[src/logic/swr_defines.svh]
// Purpose: Constants for the single-wire slave ROM layer and slot timing.
// Assumes: 250 MHz clock; times are given in nanoseconds.
// Notes:   Cycle counts are derived from the times by the macros below.
//
// Behaviour
// - Skip command CCh selects the device with no identification sequence.
// - The line is only ever pulled low, never driven high.
// - Search F0h: per id bit send bit, complement, then take master's bit.
// - Conditional search ECh: join only when the condition holds, else idle.
// - Condition: any enabled control bit at 20Eh whose status flag is 1.
// - A completed conditional search leaves the device selected.
// - Overdrive skip 3Ch selects the device and sets fast speed.
// - Overdrive match 69h: id at fast speed; only an exact match selects.
// - A device already fast stays fast when a fast match misses it.
// - A reset low time of 480 us or more returns to standard speed.
// - A fast device stays fast after a reset of at most 80 us.
// - Reset is seen after 480 us low at standard or 62 us at fast speed.
// - After reset release, wait presence delay then pull low presence time.
// - Slots are accepted right after the presence pulse ends.
// - Master starts all signals; the device times all at current speed.
// - Each slot starts on a master falling edge, starting the slot timer.
// - A write slot is decoded from the line level at the sampling point.
// - Order: reset and presence, addressing byte, function command, data.
// - Match 55h: 64 id bits; only an exact match proceeds.
`ifndef SWR_DEFINES_SVH
`define SWR_DEFINES_SVH

`define SWR_CLK_MHZ        250
`define SWR_CYC_UP(ns)     ((((ns) * `SWR_CLK_MHZ) + 999) / 1000)
`define SWR_CYC_DN(ns)     (((ns) * `SWR_CLK_MHZ) / 1000)

`define SWR_CTRL_ADDR      16'h020e
`define SWR_CTRL_RESET     8'h00
`define SWR_CTRL_ALARM_BIT 0
`define SWR_CTRL_HIGH_BIT  1
`define SWR_CTRL_LOW_BIT   2

`define SWR_CMD_SKIP       8'hcc
`define SWR_CMD_SEARCH     8'hf0
`define SWR_CMD_COND       8'hec
`define SWR_CMD_MATCH      8'h55
`define SWR_CMD_FSKIP      8'h3c
`define SWR_CMD_FMATCH     8'h69

`define SWR_RSTL_STD_NS    480000
`define SWR_RSTL_FAST_NS   62000
`define SWR_RSTL_KEEP_NS   80000
`define SWR_PDH_STD_NS     30000
`define SWR_PDH_FAST_NS    3000
`define SWR_PDL_STD_NS     120000
`define SWR_PDL_FAST_NS    12000
`define SWR_SMP_STD_NS     30000
`define SWR_SMP_FAST_NS    3000
`define SWR_HOLD_STD_NS    45000
`define SWR_HOLD_FAST_NS   4500

`endif

[src/logic/swr_pkg.sv]
// Purpose: Types shared by the single-wire slave logic.
// Assumes: Nothing beyond the defines header.
// Notes:   State is one-hot.
`default_nettype none
package swr_pkg;

  typedef enum logic [7:0] {
    ST_IDLE      = 8'h01,
    ST_PRES_WAIT = 8'h02,
    ST_PRES_LOW  = 8'h04,
    ST_CMD       = 8'h08,
    ST_SEARCH    = 8'h10,
    ST_MATCH     = 8'h20,
    ST_FUNC      = 8'h40,
    ST_WAIT      = 8'h80
  } swr_state_t;

  typedef struct packed {
    swr_state_t  st;
    logic        od;
    logic        od_prev;
    logic        m69;
    logic [1:0]  ph;
    logic [5:0]  idx;
    logic [7:0]  sh;
    logic [17:0] low_cnt;
    logic [17:0] cnt;
    logic        rst_seen;
    logic        dq_prev;
    logic        pull_n;
    logic        dq_out;
    logic        sel;
    logic [7:0]  ctrl;
    logic [7:0]  rdata;
    logic        rx_bit;
    logic        rx_valid;
  } swr_regs_t;

  typedef struct packed {
    logic        run;
    logic [17:0] cnt;
    logic        smp;
    logic        hold;
  } swr_tmr_t;

endpackage : swr_pkg
`default_nettype wire

[src/logic/swr_slot_timer.sv]
// Purpose: Slot time base started on each master falling edge.
// Assumes: start is a one-cycle pulse; fast selects overdrive timing.
// Notes:   Ticks come one cycle after the count reaches its limit.
`timescale 1ns/1ns
`default_nettype none
module swr_slot_timer
  import swr_pkg::*;
#(
  parameter int unsigned SMP_STD  = 7500,
  parameter int unsigned SMP_FAST = 750,
  parameter int unsigned HOLD_STD = 11250,
  parameter int unsigned HOLD_FAST = 1125
) (
  // Clock and reset
  input  wire logic clk,
  input  wire logic srst,
  // Control
  input  wire logic start,
  input  wire logic fast,
  // Ticks
  output var  logic sample_tick,
  output var  logic hold_tick
);

  swr_tmr_t    t_q;
  swr_tmr_t    t_d;
  logic [17:0] smp_lim;
  logic [17:0] hold_lim;

  always_comb begin
    t_d      = t_q;
    t_d.smp  = 1'b0;
    t_d.hold = 1'b0;
    smp_lim  = fast ? 18'(SMP_FAST) : 18'(SMP_STD);
    hold_lim = fast ? 18'(HOLD_FAST) : 18'(HOLD_STD);
    if (start) begin
      t_d.run = 1'b1;
      t_d.cnt = 18'h00001;
    end else if (t_q.run) begin
      t_d.cnt = t_q.cnt + 18'h00001;
      t_d.smp = (t_q.cnt == smp_lim);
      t_d.hold = (t_q.cnt == hold_lim);
      if (t_q.cnt >= smp_lim && t_q.cnt >= hold_lim) begin
        t_d.run = 1'b0;
      end
    end
  end

  always_ff @(posedge clk) begin
    if (srst) begin
      t_q <= '0;
    end else begin
      t_q <= t_d;
    end
  end

  assign sample_tick = t_q.smp;
  assign hold_tick   = t_q.hold;

endmodule : swr_slot_timer
`default_nettype wire

[src/logic/swr_top.sv]
// Purpose: Slave ROM layer, reset/presence and slot sampling of the link.
// Assumes: dq_in is synchronous to clk; the wire is pulled up outside.
// Notes:   Memory functions sit beyond the func_* ports.
`timescale 1ns/1ns
`default_nettype none
`include "swr_defines.svh"
module swr_top
  import swr_pkg::*;
#(
  parameter logic [63:0] ROM_ID   = 64'h0123_4567_89ab_cd01, // arbitrary
  parameter int unsigned RST_STD  = `SWR_CYC_UP(`SWR_RSTL_STD_NS),
  parameter int unsigned RST_FAST = `SWR_CYC_UP(`SWR_RSTL_FAST_NS),
  parameter int unsigned RST_KEEP = `SWR_CYC_DN(`SWR_RSTL_KEEP_NS),
  parameter int unsigned PDH_STD  = `SWR_CYC_UP(`SWR_PDH_STD_NS),
  parameter int unsigned PDH_FAST = `SWR_CYC_UP(`SWR_PDH_FAST_NS),
  parameter int unsigned PDL_STD  = `SWR_CYC_UP(`SWR_PDL_STD_NS),
  parameter int unsigned PDL_FAST = `SWR_CYC_UP(`SWR_PDL_FAST_NS),
  parameter int unsigned SMP_STD  = `SWR_CYC_UP(`SWR_SMP_STD_NS),
  parameter int unsigned SMP_FAST = `SWR_CYC_UP(`SWR_SMP_FAST_NS),
  parameter int unsigned HOLD_STD = `SWR_CYC_UP(`SWR_HOLD_STD_NS),
  parameter int unsigned HOLD_FAST = `SWR_CYC_UP(`SWR_HOLD_FAST_NS)
) (
  // Clock and reset
  input  wire logic        clk,
  input  wire logic        srst,
  // Data line, open drain
  input  wire logic        dq_in,
  output var  logic        dq_out,
  output var  logic        dq_oe_n,
  // Status flags from the logging core
  input  wire logic        alarm_flag,
  input  wire logic        high_trip_flag,
  input  wire logic        low_trip_flag,
  // Register port from the memory function layer
  input  wire logic        reg_wr_en,
  input  wire logic [15:0] reg_addr,
  input  wire logic [7:0]  reg_wr_data,
  output var  logic [7:0]  reg_rd_data,
  // Memory function bit stream
  input  wire logic        func_tx_en,
  input  wire logic        func_tx_bit,
  output var  logic        func_bit,
  output var  logic        func_bit_valid,
  // Link state
  output var  logic        selected,
  output var  logic        fast_speed_flag
);

  swr_regs_t   r;
  swr_regs_t   n;
  logic        fall;
  logic        rise;
  logic        slot_start;
  logic        sample_tick;
  logic        hold_tick;
  logic        cond;
  logic        id_bit;
  logic        tx_zero;
  logic        dec_ev;
  logic        search_bad;
  logic        search_done;
  logic        match_bad;
  logic        match_done;
  logic        rst_hit;
  logic [7:0]  byte_in;
  logic [17:0] rst_lim;
  logic [17:0] pdh_lim;
  logic [17:0] pdl_lim;

  localparam swr_regs_t RST_VAL = '{
    st: ST_IDLE, od: 1'b0, od_prev: 1'b0, m69: 1'b0, ph: 2'h0, idx: 6'h00,
    sh: 8'h00, low_cnt: 18'h00000, cnt: 18'h00000, rst_seen: 1'b0,
    dq_prev: 1'b1, pull_n: 1'b1, dq_out: 1'b0, sel: 1'b0,
    ctrl: `SWR_CTRL_RESET, rdata: 8'h00, rx_bit: 1'b0, rx_valid: 1'b0};

  swr_slot_timer #(
    .SMP_STD   (SMP_STD),
    .SMP_FAST  (SMP_FAST),
    .HOLD_STD  (HOLD_STD),
    .HOLD_FAST (HOLD_FAST)
  ) u_timer (
    .clk         (clk),
    .srst        (srst),
    .start       (slot_start),
    .fast        (r.od),
    .sample_tick (sample_tick),
    .hold_tick   (hold_tick)
  );

  // ----------------------------------------------------------------------
  // Next-state logic
  // ----------------------------------------------------------------------
  always_comb begin
    n           = r;
    n.rx_valid  = 1'b0;
    n.dq_prev   = dq_in;
    slot_start  = 1'b0;
    dec_ev      = 1'b0;
    search_bad  = 1'b0;
    search_done = 1'b0;
    match_bad   = 1'b0;
    match_done  = 1'b0;
    // Our own pull-down never counts as a master edge.
    fall    = r.dq_prev & ~dq_in & r.pull_n;
    rise    = ~r.dq_prev & dq_in;
    rst_lim = r.od ? 18'(RST_FAST) : 18'(RST_STD);
    pdh_lim = r.od ? 18'(PDH_FAST) : 18'(PDH_STD);
    pdl_lim = r.od ? 18'(PDL_FAST) : 18'(PDL_STD);
    cond    = |(r.ctrl[2:0] & {low_trip_flag, high_trip_flag,
                               alarm_flag});
    id_bit  = ROM_ID[r.idx];
    byte_in = {dq_in, r.sh[7:1]};
    tx_zero = 1'b0;
    case (r.st)
      ST_SEARCH: tx_zero = (r.ph == 2'h0) ? ~id_bit
                         : (r.ph == 2'h1) ? id_bit : 1'b0;
      ST_FUNC:   tx_zero = func_tx_en & ~func_tx_bit;
      default:   tx_zero = 1'b0;
    endcase

    if (reg_wr_en && reg_addr == `SWR_CTRL_ADDR) begin
      n.ctrl = reg_wr_data;
    end
    n.rdata = (reg_addr == `SWR_CTRL_ADDR) ? r.ctrl : 8'h00;

    // The count runs whoever pulls, so a reset that begins during our
    // own read-zero or search reply is still seen in full.
    if (dq_in) begin
      n.low_cnt = 18'h00000;
    end else if (r.low_cnt != 18'h3ffff) begin
      n.low_cnt = r.low_cnt + 18'h00001;
    end

    case (r.st)
      ST_IDLE, ST_WAIT: begin
        n.pull_n = 1'b1;
      end
      ST_PRES_WAIT: begin
        n.cnt = r.cnt + 18'h00001;
        if (r.cnt + 18'h00001 >= pdh_lim) begin
          n.st     = ST_PRES_LOW;
          n.cnt    = 18'h00000;
          n.pull_n = 1'b0;
        end
      end
      ST_PRES_LOW: begin
        n.cnt = r.cnt + 18'h00001;
        if (r.cnt + 18'h00001 >= pdl_lim) begin
          n.pull_n = 1'b1;
          n.st     = ST_CMD;
          n.idx    = 6'h00;
          n.ph     = 2'h0;
        end
      end
      ST_CMD, ST_SEARCH, ST_MATCH, ST_FUNC: begin
        if (fall) begin
          slot_start = 1'b1;
          n.pull_n   = ~tx_zero;
        end
        if (hold_tick) begin
          n.pull_n = 1'b1;
        end
        if (sample_tick) begin
          case (r.st)
            ST_CMD: begin
              n.sh  = byte_in;
              n.idx = r.idx + 6'h01;
              if (r.idx == 6'h07) begin
                dec_ev = 1'b1;
                n.idx  = 6'h00;
                n.ph   = 2'h0;
                case (byte_in)
                  `SWR_CMD_SKIP:   n.st = ST_FUNC;
                  `SWR_CMD_FSKIP: begin
                    n.st = ST_FUNC;
                    n.od = 1'b1;
                  end
                  `SWR_CMD_SEARCH: n.st = ST_SEARCH;
                  `SWR_CMD_COND:   n.st = cond ? ST_SEARCH : ST_WAIT;
                  `SWR_CMD_MATCH: begin
                    n.st      = ST_MATCH;
                    n.m69     = 1'b0;
                    n.od_prev = r.od;
                  end
                  `SWR_CMD_FMATCH: begin
                    n.st      = ST_MATCH;
                    n.m69     = 1'b1;
                    n.od_prev = r.od;
                    n.od      = 1'b1;
                  end
                  default:         n.st = ST_WAIT;
                endcase
              end
            end
            ST_SEARCH: begin
              if (r.ph != 2'h2) begin
                n.ph = r.ph + 2'h1;
              end else if (dq_in != id_bit) begin
                search_bad = 1'b1;
                n.st       = ST_WAIT;
              end else begin
                n.ph  = 2'h0;
                n.idx = r.idx + 6'h01;
                if (r.idx == 6'h3f) begin
                  search_done = 1'b1;
                  n.st        = ST_FUNC;
                end
              end
            end
            ST_MATCH: begin
              if (dq_in != id_bit) begin
                match_bad = 1'b1;
                n.st      = ST_WAIT;
                if (r.m69) begin
                  n.od = r.od_prev;
                end
              end else begin
                n.idx = r.idx + 6'h01;
                if (r.idx == 6'h3f) begin
                  match_done = 1'b1;
                  n.st       = ST_FUNC;
                end
              end
            end
            default: begin
              n.rx_bit   = dq_in;
              n.rx_valid = 1'b1;
            end
          endcase
        end
      end
      default: n.st = ST_IDLE;
    endcase

    // A reset pulse overrides every state, including an unknown command.
    rst_hit = (r.low_cnt >= rst_lim) && r.pull_n;
    if (rst_hit) begin
      n.rst_seen = 1'b1;
      n.st       = ST_IDLE;
    end
    if (rise && r.rst_seen) begin
      n.rst_seen = 1'b0;
      n.st       = ST_PRES_WAIT;
      n.cnt      = 18'h00000;
      // Shorter resets at fast speed keep the device fast.
      if (r.low_cnt >= 18'(RST_STD)) begin
        n.od = 1'b0;
      end
    end
    n.sel = (n.st == ST_FUNC);
  end

  always_ff @(posedge clk) begin
    if (srst) begin
      r <= RST_VAL;
    end else begin
      r <= n;
    end
  end

  assign dq_out          = r.dq_out;
  assign dq_oe_n         = r.pull_n;
  assign reg_rd_data     = r.rdata;
  assign func_bit        = r.rx_bit;
  assign func_bit_valid  = r.rx_valid;
  assign selected        = r.sel;
  assign fast_speed_flag = r.od;

  // ----------------------------------------------------------------------
  // Assertions
  // ----------------------------------------------------------------------
  a_skip_select: assert property (@(posedge clk) disable iff (srst)
    dec_ev && byte_in == `SWR_CMD_SKIP && !rst_hit |=> r.sel && selected)
    else $error("skip command did not select");
  a_fast_skip: assert property (@(posedge clk) disable iff (srst)
    dec_ev && byte_in == `SWR_CMD_FSKIP && !rst_hit |=> r.od && r.sel)
    else $error("fast skip did not set fast speed");
  a_cond_quiet: assert property (@(posedge clk) disable iff (srst)
    dec_ev && byte_in == `SWR_CMD_COND && !cond && !rst_hit
    |=> r.st == ST_WAIT ##1 dq_oe_n)
    else $error("conditional search joined without condition");
  a_search_drop: assert property (@(posedge clk) disable iff (srst)
    search_bad && !rst_hit |=> r.st == ST_WAIT && !selected)
    else $error("search mismatch did not drop out");
  a_search_sel: assert property (@(posedge clk) disable iff (srst)
    search_done && !rst_hit |=> selected)
    else $error("resolved search did not select");
  a_fast_match: assert property (@(posedge clk) disable iff (srst)
    match_done && r.m69 && !rst_hit |=> fast_speed_flag && selected)
    else $error("fast match did not select at fast speed");
  a_fast_keep: assert property (@(posedge clk) disable iff (srst)
    match_bad && r.od_prev && !rst_hit |=> fast_speed_flag)
    else $error("missed fast match dropped fast speed");
  a_long_reset: assert property (@(posedge clk) disable iff (srst)
    rise && r.rst_seen && r.low_cnt >= 18'(RST_STD) |=> !fast_speed_flag)
    else $error("long reset kept fast speed");
  a_short_reset: assert property (@(posedge clk) disable iff (srst)
    rise && r.rst_seen && r.od && r.low_cnt <= 18'(RST_KEEP)
    |=> fast_speed_flag)
    else $error("short reset left fast speed");
  a_presence_low: assert property (@(posedge clk) disable iff (srst)
    $rose(r.st == ST_PRES_LOW) |-> !dq_oe_n && $past(r.st) == ST_PRES_WAIT)
    else $error("presence pulse not driven after delay");

endmodule : swr_top
`default_nettype wire

[config.mk]
export PLATFORM = sky130hd
export DESIGN_NAME = swr_top
export DESIGN_NICKNAME = d
export VERILOG_FILES = /design/src/logic/swr_pkg.sv /design/src/logic/swr_slot_timer.sv /design/src/logic/swr_top.sv
export VERILOG_INCLUDE_DIRS = /design/src /design/src/logic
export SDC_FILE = /design/constraint.sdc
export NUM_CORES = 1
export LEC_CHECK = 0
export ABC_AREA = 1
export BUFFER_PORTS_ARGS = -buffer_cell sky130_fd_sc_hd__buf_2
export CAP_MARGIN = 0
export CELL_PAD_IN_SITES_DETAIL_PLACEMENT = 0
export CELL_PAD_IN_SITES_GLOBAL_PLACEMENT = 1
export CORE_UTILIZATION = 41
export CTS_BUF_LIST = sky130_fd_sc_hd__clkbuf_8
export CTS_CLUSTER_DIAMETER = 40
export DETAILED_ROUTE_END_ITERATION = 10
export GPL_TIMING_DRIVEN = 0
export PLACE_DENSITY_LB_ADDON = 0.1
export SLEW_MARGIN = 20
export SYNTH_ARGS = -nofsm -noshare
export SYNTH_HDL_FRONTEND = slang
export SYNTH_SLANG_ARGS = --single-unit
[constraint.sdc]
create_clock -name clk -period 3.2 [get_ports clk]
set_input_delay 0.64 -clock clk [delete_from_list [all_inputs] [get_ports clk]]
set_output_delay 0.64 -clock clk [all_outputs]
set_load 0.03 [all_outputs]
==> summary.md, run 1 <==
| Metric | Value |
|---|---|
| Worst min path class | `flop to flop` |
| Post-Syn Area | `6820 sq um` |
| Pre-antenna DRT Iters | `5` |
| CP Class | `flop to flop` |
| Die extent in x | `131 um` |
| Period utilization | `1.10` |
| Lkg Pwr | `0.00344 uW` |
| CTS Buf Count | `9` |
| Crit path DAT | `3.81 ns` |
| CP Launch Type | `flop` |
| Syn Inst Count | `1,002` |
| Max-cap violations | `0` |
| Async SR Flop Fraction | `0` |
| Drt wl/cell | `12.7 um` |
| Status | `finished, violations left` |
| Num rows | `46` |
| CTS Buffer Depth | `2` |
| Cells on Worst Hold Path | `2` |
| Failing checks | `negative setup slack` |
| RR Endpoint | `id_bit` |
| Ports | `47` |
| Initial antenna violation count | `0` |
| Clock slew at reported path FFs | `approximately 0.11 ns` |
| Die H | `approximately 130 um` |
| Synth cell types | `48` |
| H-tree depth | `3` |
| Fin. Hold Viols | `0` |
| Placer congestion estimate | `0.818` |
| Clk Latency, worst-skew pair | `0.39 ns` |
| DP Wirelength | `about 12,000 um` |
| CP peak stage delay | `0.39 ns` |
| Max frequency | `0.284 GHz` |
| Hold path start | `r[15]` |
| R2r setup slk | `-0.32 ns` |
| Slew headroom | `0.474` |
| Vias per inst | `4.88` |
| Top_reg_cell synth | `dfxtp_1` |
| Crit Path Max Fanout | `6` |
| Max Slew Vio Count | `0` |
| CP endpoint kind | `flop` |
| Worst Hold Path EP | `reg_rd_data[5]` |
| Total track usage | `0.206` |
| YS warnings | `0` |
| Total Wirelength | `about 17,000 um` |
| DRC Markers | `0` |
| PnR worst setup slack | `-0.320 ns` |
| DR vias | `6,421` |
| P per Cell Area | `roughly 270 nW/um^2` |
| Crit path required time | `3.49 ns` |
| DRT antenna net count | `0` |
| First-pass GRT wire length | `between 20,000 and 30,000 um` |
| Initial Util | `0.425` |
| CORE AREA | `16,100 sq um` |
| Slowest CP cell | `dfxtp_4` |
| Core Util, Final | `0.502` |
| RSZ-0062 raised after global routing | `yes` |
| Final worst path period need | `3.52 ns` |
| Diodes inserted | `0` |
| CTS tree | `built` |
| R2R depth | `26` |
| Skew final | `0.0112 ns` |
| Post-synth EDFFs | `0` |
| Post-Syn Nets | `roughly 1,100` |
| Layout cells sized above 1 | `0.195` |
| Clock Sinks | `106` |
| Total Power | `2200 uW` |
| Most common cell on crit path | `nand3_1` |
| Final setup vio count | `2` |
| Via count of the first global-routing pass | `about 6,000` |
| RR Startpoint | `r[23]` |
| Area delta synth->final | `18.1%` |
| Hold_buf cts | `0` |
| Worst Path Buf+Inv | `4` |
| Pre-CTS setup slack | `-0.638 ns` |
| Yosys reg bits | `106` |
| Maximum VDD drop | `0.226 mV` |
| Grt total ovfl | `0` |
| Number of port buffers | `45` |
| Pin count of the biggest net entering global routing | `27` |
| Slew @ Worst Pin | `0.786 ns` |
| Register area share after synthesis | `0.311` |
| Syn avg cell area | `6.81 sq um` |
| Die Area | `17,200 sq um` |
| Final nets | `1,176` |
| Drt initial violations | `325` |
| Cell family with the largest share of critical-path delay | `simple AND/OR/NAND/NOR gates` |
| CTS root buffer | `clkbuf_8` |
-- sequential cells by signal (all words and copies together), names as in the netlist, 7 cells and up --
| register | cells |
|---|---|
| byte_in | 7 |
| r | 64 |
| reg_rd_data | 8 |
| u_timer.t_q | 19 |
-- synthesized netlist by cell type (all sizes together) (2+ instances only) --
cell / instances / area, sq um
o21a: 3 / 22.5
o211ai: 3 / 22.5
or4: 2 / 15.0
ha: 48 / 601
nor4: 11 / 90.1
xor2: 14 / 123
a211oi: 9 / 67.6
inv: 158 / 593
nand3: 61 / 338
nand3b: 5 / 37.5
o21bai: 6 / 45.0
a31oi: 6 / 37.5
nor2: 136 / 561
nand4: 30 / 194
or2: 5 / 31.3
a221oi: 4 / 35.0
o21ai: 40 / 200
buf: 10 / 87.6
nand2: 201 / 805
a21oi: 71 / 393
clkbuf: 12 / 45.0
nor3: 45 / 235
dfxtp: 106 / 2120
xnor2: 6 / 52.6
-- cells in the final DEF (no fill, tap or decap), types with 5 or more instances in the layout --
cell type / instances
clkbuf_8: 10
a21oi_1: 61
ha_1: 42
o21ai_0: 36
nor2_4: 11
nor4_1: 9
nor2_2: 8
nand3b_1: 5
buf_2: 45
nand3_1: 54
nand2_2: 21
or2_2: 5
dfxtp_1: 94
a211oi_1: 9
nor2_1: 117
inv_2: 8
xnor2_1: 6
buf_6: 5
xor2_1: 12
clkbuf_1: 12
buf_4: 41
inv_1: 148
a31oi_1: 6
nor3_1: 41
o21bai_1: 6
a21oi_2: 10
dfxtp_4: 8
nand2_1: 174
nand2_4: 6
nand4_1: 29
-- metrics by stage --
stage | cell area, sq um | instances | setup TNS (ns) | hold slack, ns
global route | 8060 | 1316 | -0.919 | 0.467
detailed placement | 7400 | 1263 | -1.24 | 0.429
floorplan | 6900 | 1002 | 0 | 0.416
CTS | 7820 | 1299 | -0.262 | 0.450
finish | 8060 | 1316 | -0.329 | 0.445
global placement | 7400 | 1263 | -1.28 | 0.431
-- how the worst max path moves through the flow --
stage                      from  endpoint  slack [ns]  cells past startpoint
final                     r[23]    id_bit       -0.32                     26
after global routing      r[24]    id_bit       -0.63                     26
after CTS                 r[23]    id_bit       -0.26                     26
after detailed placement  r[23]    id_bit       -0.64                     26
after global placement    r[23]    id_bit       -0.68                     26
after floorplan           r[23]    id_bit       0.006                     26
-- kinds of logic (layout without fill, tap and decap cells) --
| family | after synthesis | in the layout | share of synthesized area |
|---|---|---|---|
| AOI/OAI and AO/OA | 147 | 147 | 0.127 |
| xor gates and xnor gates | 20 | 20 | 0.0257 |
| adders and majority gates | 48 | 48 | 0.0881 |
| buffers and inverters | 181 | 279 | 0.107 |
| DFF | 106 | 106 | 0.311 |
| other | 1 | 1 | 0.000550 |
| and+or+nand+nor | 499 | 499 | 0.341 |
-- area by class of cell --
cell class | instances | area [sq um]
fill | 1669 | 8000
multi-input combinational | 715 | 4180
sequential | 106 | 2160
inverter | 159 | 603
timing repair buffer | 82 | 522
tap | 216 | 270
clock buffer | 10 | 138
buffer | 22 | 133
clock inverter | 6 | 50.0
-- power breakdown --
part / switching, uW / internal, uW
Sequential: 1.29 / 1310
Clock: 504 / 314
Combinational: 45.2 / 23.2
-- worst reg2reg max path, stage by stage (launching register included) --
cell      delay, ns
dfxtp_4        0.39
ha_4           0.16
nand2_4        0.05
nor2_4         0.13
nand2_4        0.10
nor2_4         0.12
xor2_2         0.25
ha_4           0.25
buf_6          0.11
inv_4          0.04
o21bai_1       0.07
a21oi_1        0.16
nand2_1        0.08
a21oi_2        0.20
nand3_4        0.13
nand3_4        0.18
nand2_2        0.08
nand2_2        0.08
nor2_4         0.06
buf_4          0.14
ha_1           0.18
inv_1          0.05
nand3_1        0.07
nand3_1        0.11
nand3_1        0.08
nand3_1        0.07
nand2_1        0.06
-- layer usage --
metal,global-route usage,vias up,part of all wire
met5,0,-,0
met4,0.0480,0,0.012
met3,0.0444,15,0.038
met2,0.342,75,0.46
met1,0.273,2870,0.49
li1,-,3461,-
-- repair_timing --
action                                  CTS  global route
cloned                                    0             0
buffers inserted                         20            17
pin swaps                                17            22
resized for setup                        24            26
endpoints found under the setup margin    9            16
Power figures use the tool's default switching activity.
==> run 2: changes to the inputs <==
PLACE_DENSITY = 0.88   (was not set)
PLACE_DENSITY_LB_ADDON = not set   (was 0.1)
SETUP_SLACK_MARGIN = 0.4   (was not set)
==> summary.md, run 2 (synthesis gave the netlist of run 1 again) <==
| Metric | Value |
|---|---|
| CTS Buffer Depth | `2` |
| Post-route cell area | `8070 sq um` |
| Clk Latency, worst-skew pair | `0.40 ns` |
| Reg with most FFs | `r` |
| P per Cell Area | `289 nW/um^2` |
| Max-cap violations | `0` |
| Pin count of the biggest net entering global routing | `19` |
| Slew @ Worst Pin | `0.750 ns` |
| CORE AREA | `16,100 sq um` |
| Pre-antenna DRT Iters | `5` |
| Period utilization | `1.09` |
| Fin. Hold Viols | `0` |
| Total Wirelength | `about 17,000 um` |
| Max Slew Vio Count | `0` |
| Commonest cells after routing, fill and taps aside | `176 x nand2_1, 148 x inv_1, 117 x nor2_1, 93 x dfxtp_1, 58 x a21oi_1` |
| Die Area | `17,200 sq um` |
| Max frequency | `0.288 GHz` |
| Area after DPL | `7410 sq um` |
| Ports | `47` |
| Grt total ovfl | `0` |
| Lkg Pwr | `0.00344 uW` |
| Drt wl/cell | `12.7 um` |
| CP Launch Type | `flop` |
| CP endpoint kind | `flop` |
| R2R depth | `26` |
| Die H | `131 um` |
| Worst min path class | `flop to flop` |
| First-pass GRT wire length | `27,800 um` |
| Initial Util | `0.425` |
| PnR worst setup slack | `-0.273 ns` |
| Number of port buffers | `45` |
| Hold_buf cts | `0` |
| Placer congestion estimate | `between 0.8 and 0.9` |
| Die extent in x | `approximately 130 um` |
| Initial antenna violation count | `0` |
| CTS Buf Count | `9` |
| Area delta synth->final | `18.3%` |
| Failing checks | `negative setup slack` |
| Clock slew at reported path FFs | `0.11 ns` |
| Diodes inserted | `0` |
| Skew final | `0.00678 ns` |
| DRT antenna net count | `0` |
| CTS root buffer | `clkbuf_8` |
| Final setup vio count | `1` |
| DP Wirelength | `12,000 um` |
| Via count of the first global-routing pass | `5,950` |
| DR vias | `6,537` |
| Total track usage | `0.205` |
| Status | `finished, violations left` |
| Crit Path Max Fanout | `6` |
| Crit path required time | `between 3 and 4 ns` |
| Layout cells sized above 1 | `0.196` |
| Commonest non-fill, non-tap cell in the layout | `nand2_1` |
| Final nets | `~1,200` |
| Num rows | `46` |
| Vias per inst | `4.97` |
| Clock Sinks | `106` |
| CTS tree | `built` |
| Slew headroom | `0.495` |
| Max reg flops | `64` |
| Pre-CTS setup slack | `-0.581 ns` |
| Crit path DAT | `around 3.8 ns` |
| Maximum VDD drop | `around 0.24 mV` |
| Drt initial violations | `slightly above 300` |
| Cells on Worst Hold Path | `2` |
| CP Class | `flop to flop` |
| H-tree depth | `3` |
| DRC Markers | `0` |
| RSZ-0062 raised after global routing | `yes` |
| Final worst path period need | `3.47 ns` |
## run 2: changes by cell type in the layout (fill, tap and decap cells not counted), sizes merged
| cell | change |
|---|---|
| clkinvlp | +1 |
| clkbuf | -1 |
| bufinv | +2 |
| clkinv | -2 |
## run 2: path summary, 6_finish.rpt
kind / start / endpoint / slack (ns)
worst max-delay path: r[23] / id_bit / -0.27
worst min-delay path: r[13] / reg_rd_data[3] / 0.45
worst max register to register: r[23] / id_bit / -0.27
worst min register to register: r[13] / reg_rd_data[3] / 0.45
## run 2: metrics by stage
stage	cells	setup TNS, ns	hold WS [ns]	power [uW]	utilization
6_report	1316	-0.273	0.447	2330	0.502
5_1_grt	1316	-0.758	0.460	2410	0.502
4_1_cts	1305	-0.210	0.448	2360	0.494
3_5_place_dp	1263	-0.865	0.430	1420	0.462
3_3_place_gp	1263	-0.779	0.428	1420	0.462
2_1_floorplan	1002	0	0.416	1380	-
## run 2: power breakdown
group          switching (uW)  total, uW  internal, uW  leakage [uW]
clock                     500        947           447      0.000108
sequential               1.17       1310          1310      0.000864
combinational            45.3       68.7          23.4       0.00246
total                     546       2330          1780       0.00344
## run 2: area by class of cell
class	count	area, sq um
fillers	1629	7990
well taps	216	270
multi-input cells	715	4160
clock buffers	9	124
flip-flops and latches	106	2160
inverters	159	601
clock inverters	7	100
repair buffers	82	514
plain buffers	22	134
## run 2: worst max-delay path: stages (launching register included)
cell     delay (ns)
dfxtp_4        0.39
ha_4           0.16
nand2_4        0.05
nor2_4         0.11
nand2_4        0.09
nor2_4         0.12
xor2_2         0.20
ha_1           0.29
nand4_1        0.12
nor2_1         0.06
nand2_1        0.05
nor2_1         0.04
nand3_1        0.09
nand2_1        0.07
a21oi_2        0.20
nand3_4        0.13
nand3_4        0.19
nand2_4        0.07
nand2_4        0.08
nor2_4         0.06
buf_4          0.17
ha_4           0.26
nand3_2        0.06
nand3_1        0.09
nand3_1        0.09
nand3_1        0.08
nand2_1        0.05
## run 2: metal layers
metal / GRT usage / up-vias / wire length (um)
li1: - / 3459 / -
met1: 0.266 / 2947 / 7890
met2: 0.348 / 114 / 7840
met3: 0.0346 / 17 / 683
met4: 0.0649 / 0 / 276
met5: 0 / - / 0
## run 2: repair_timing
action	in CTS	in global routing
pin swaps	24	6
buffers inserted	26	11
gates resized for setup	30	13
endpoints found under the setup margin	33	40
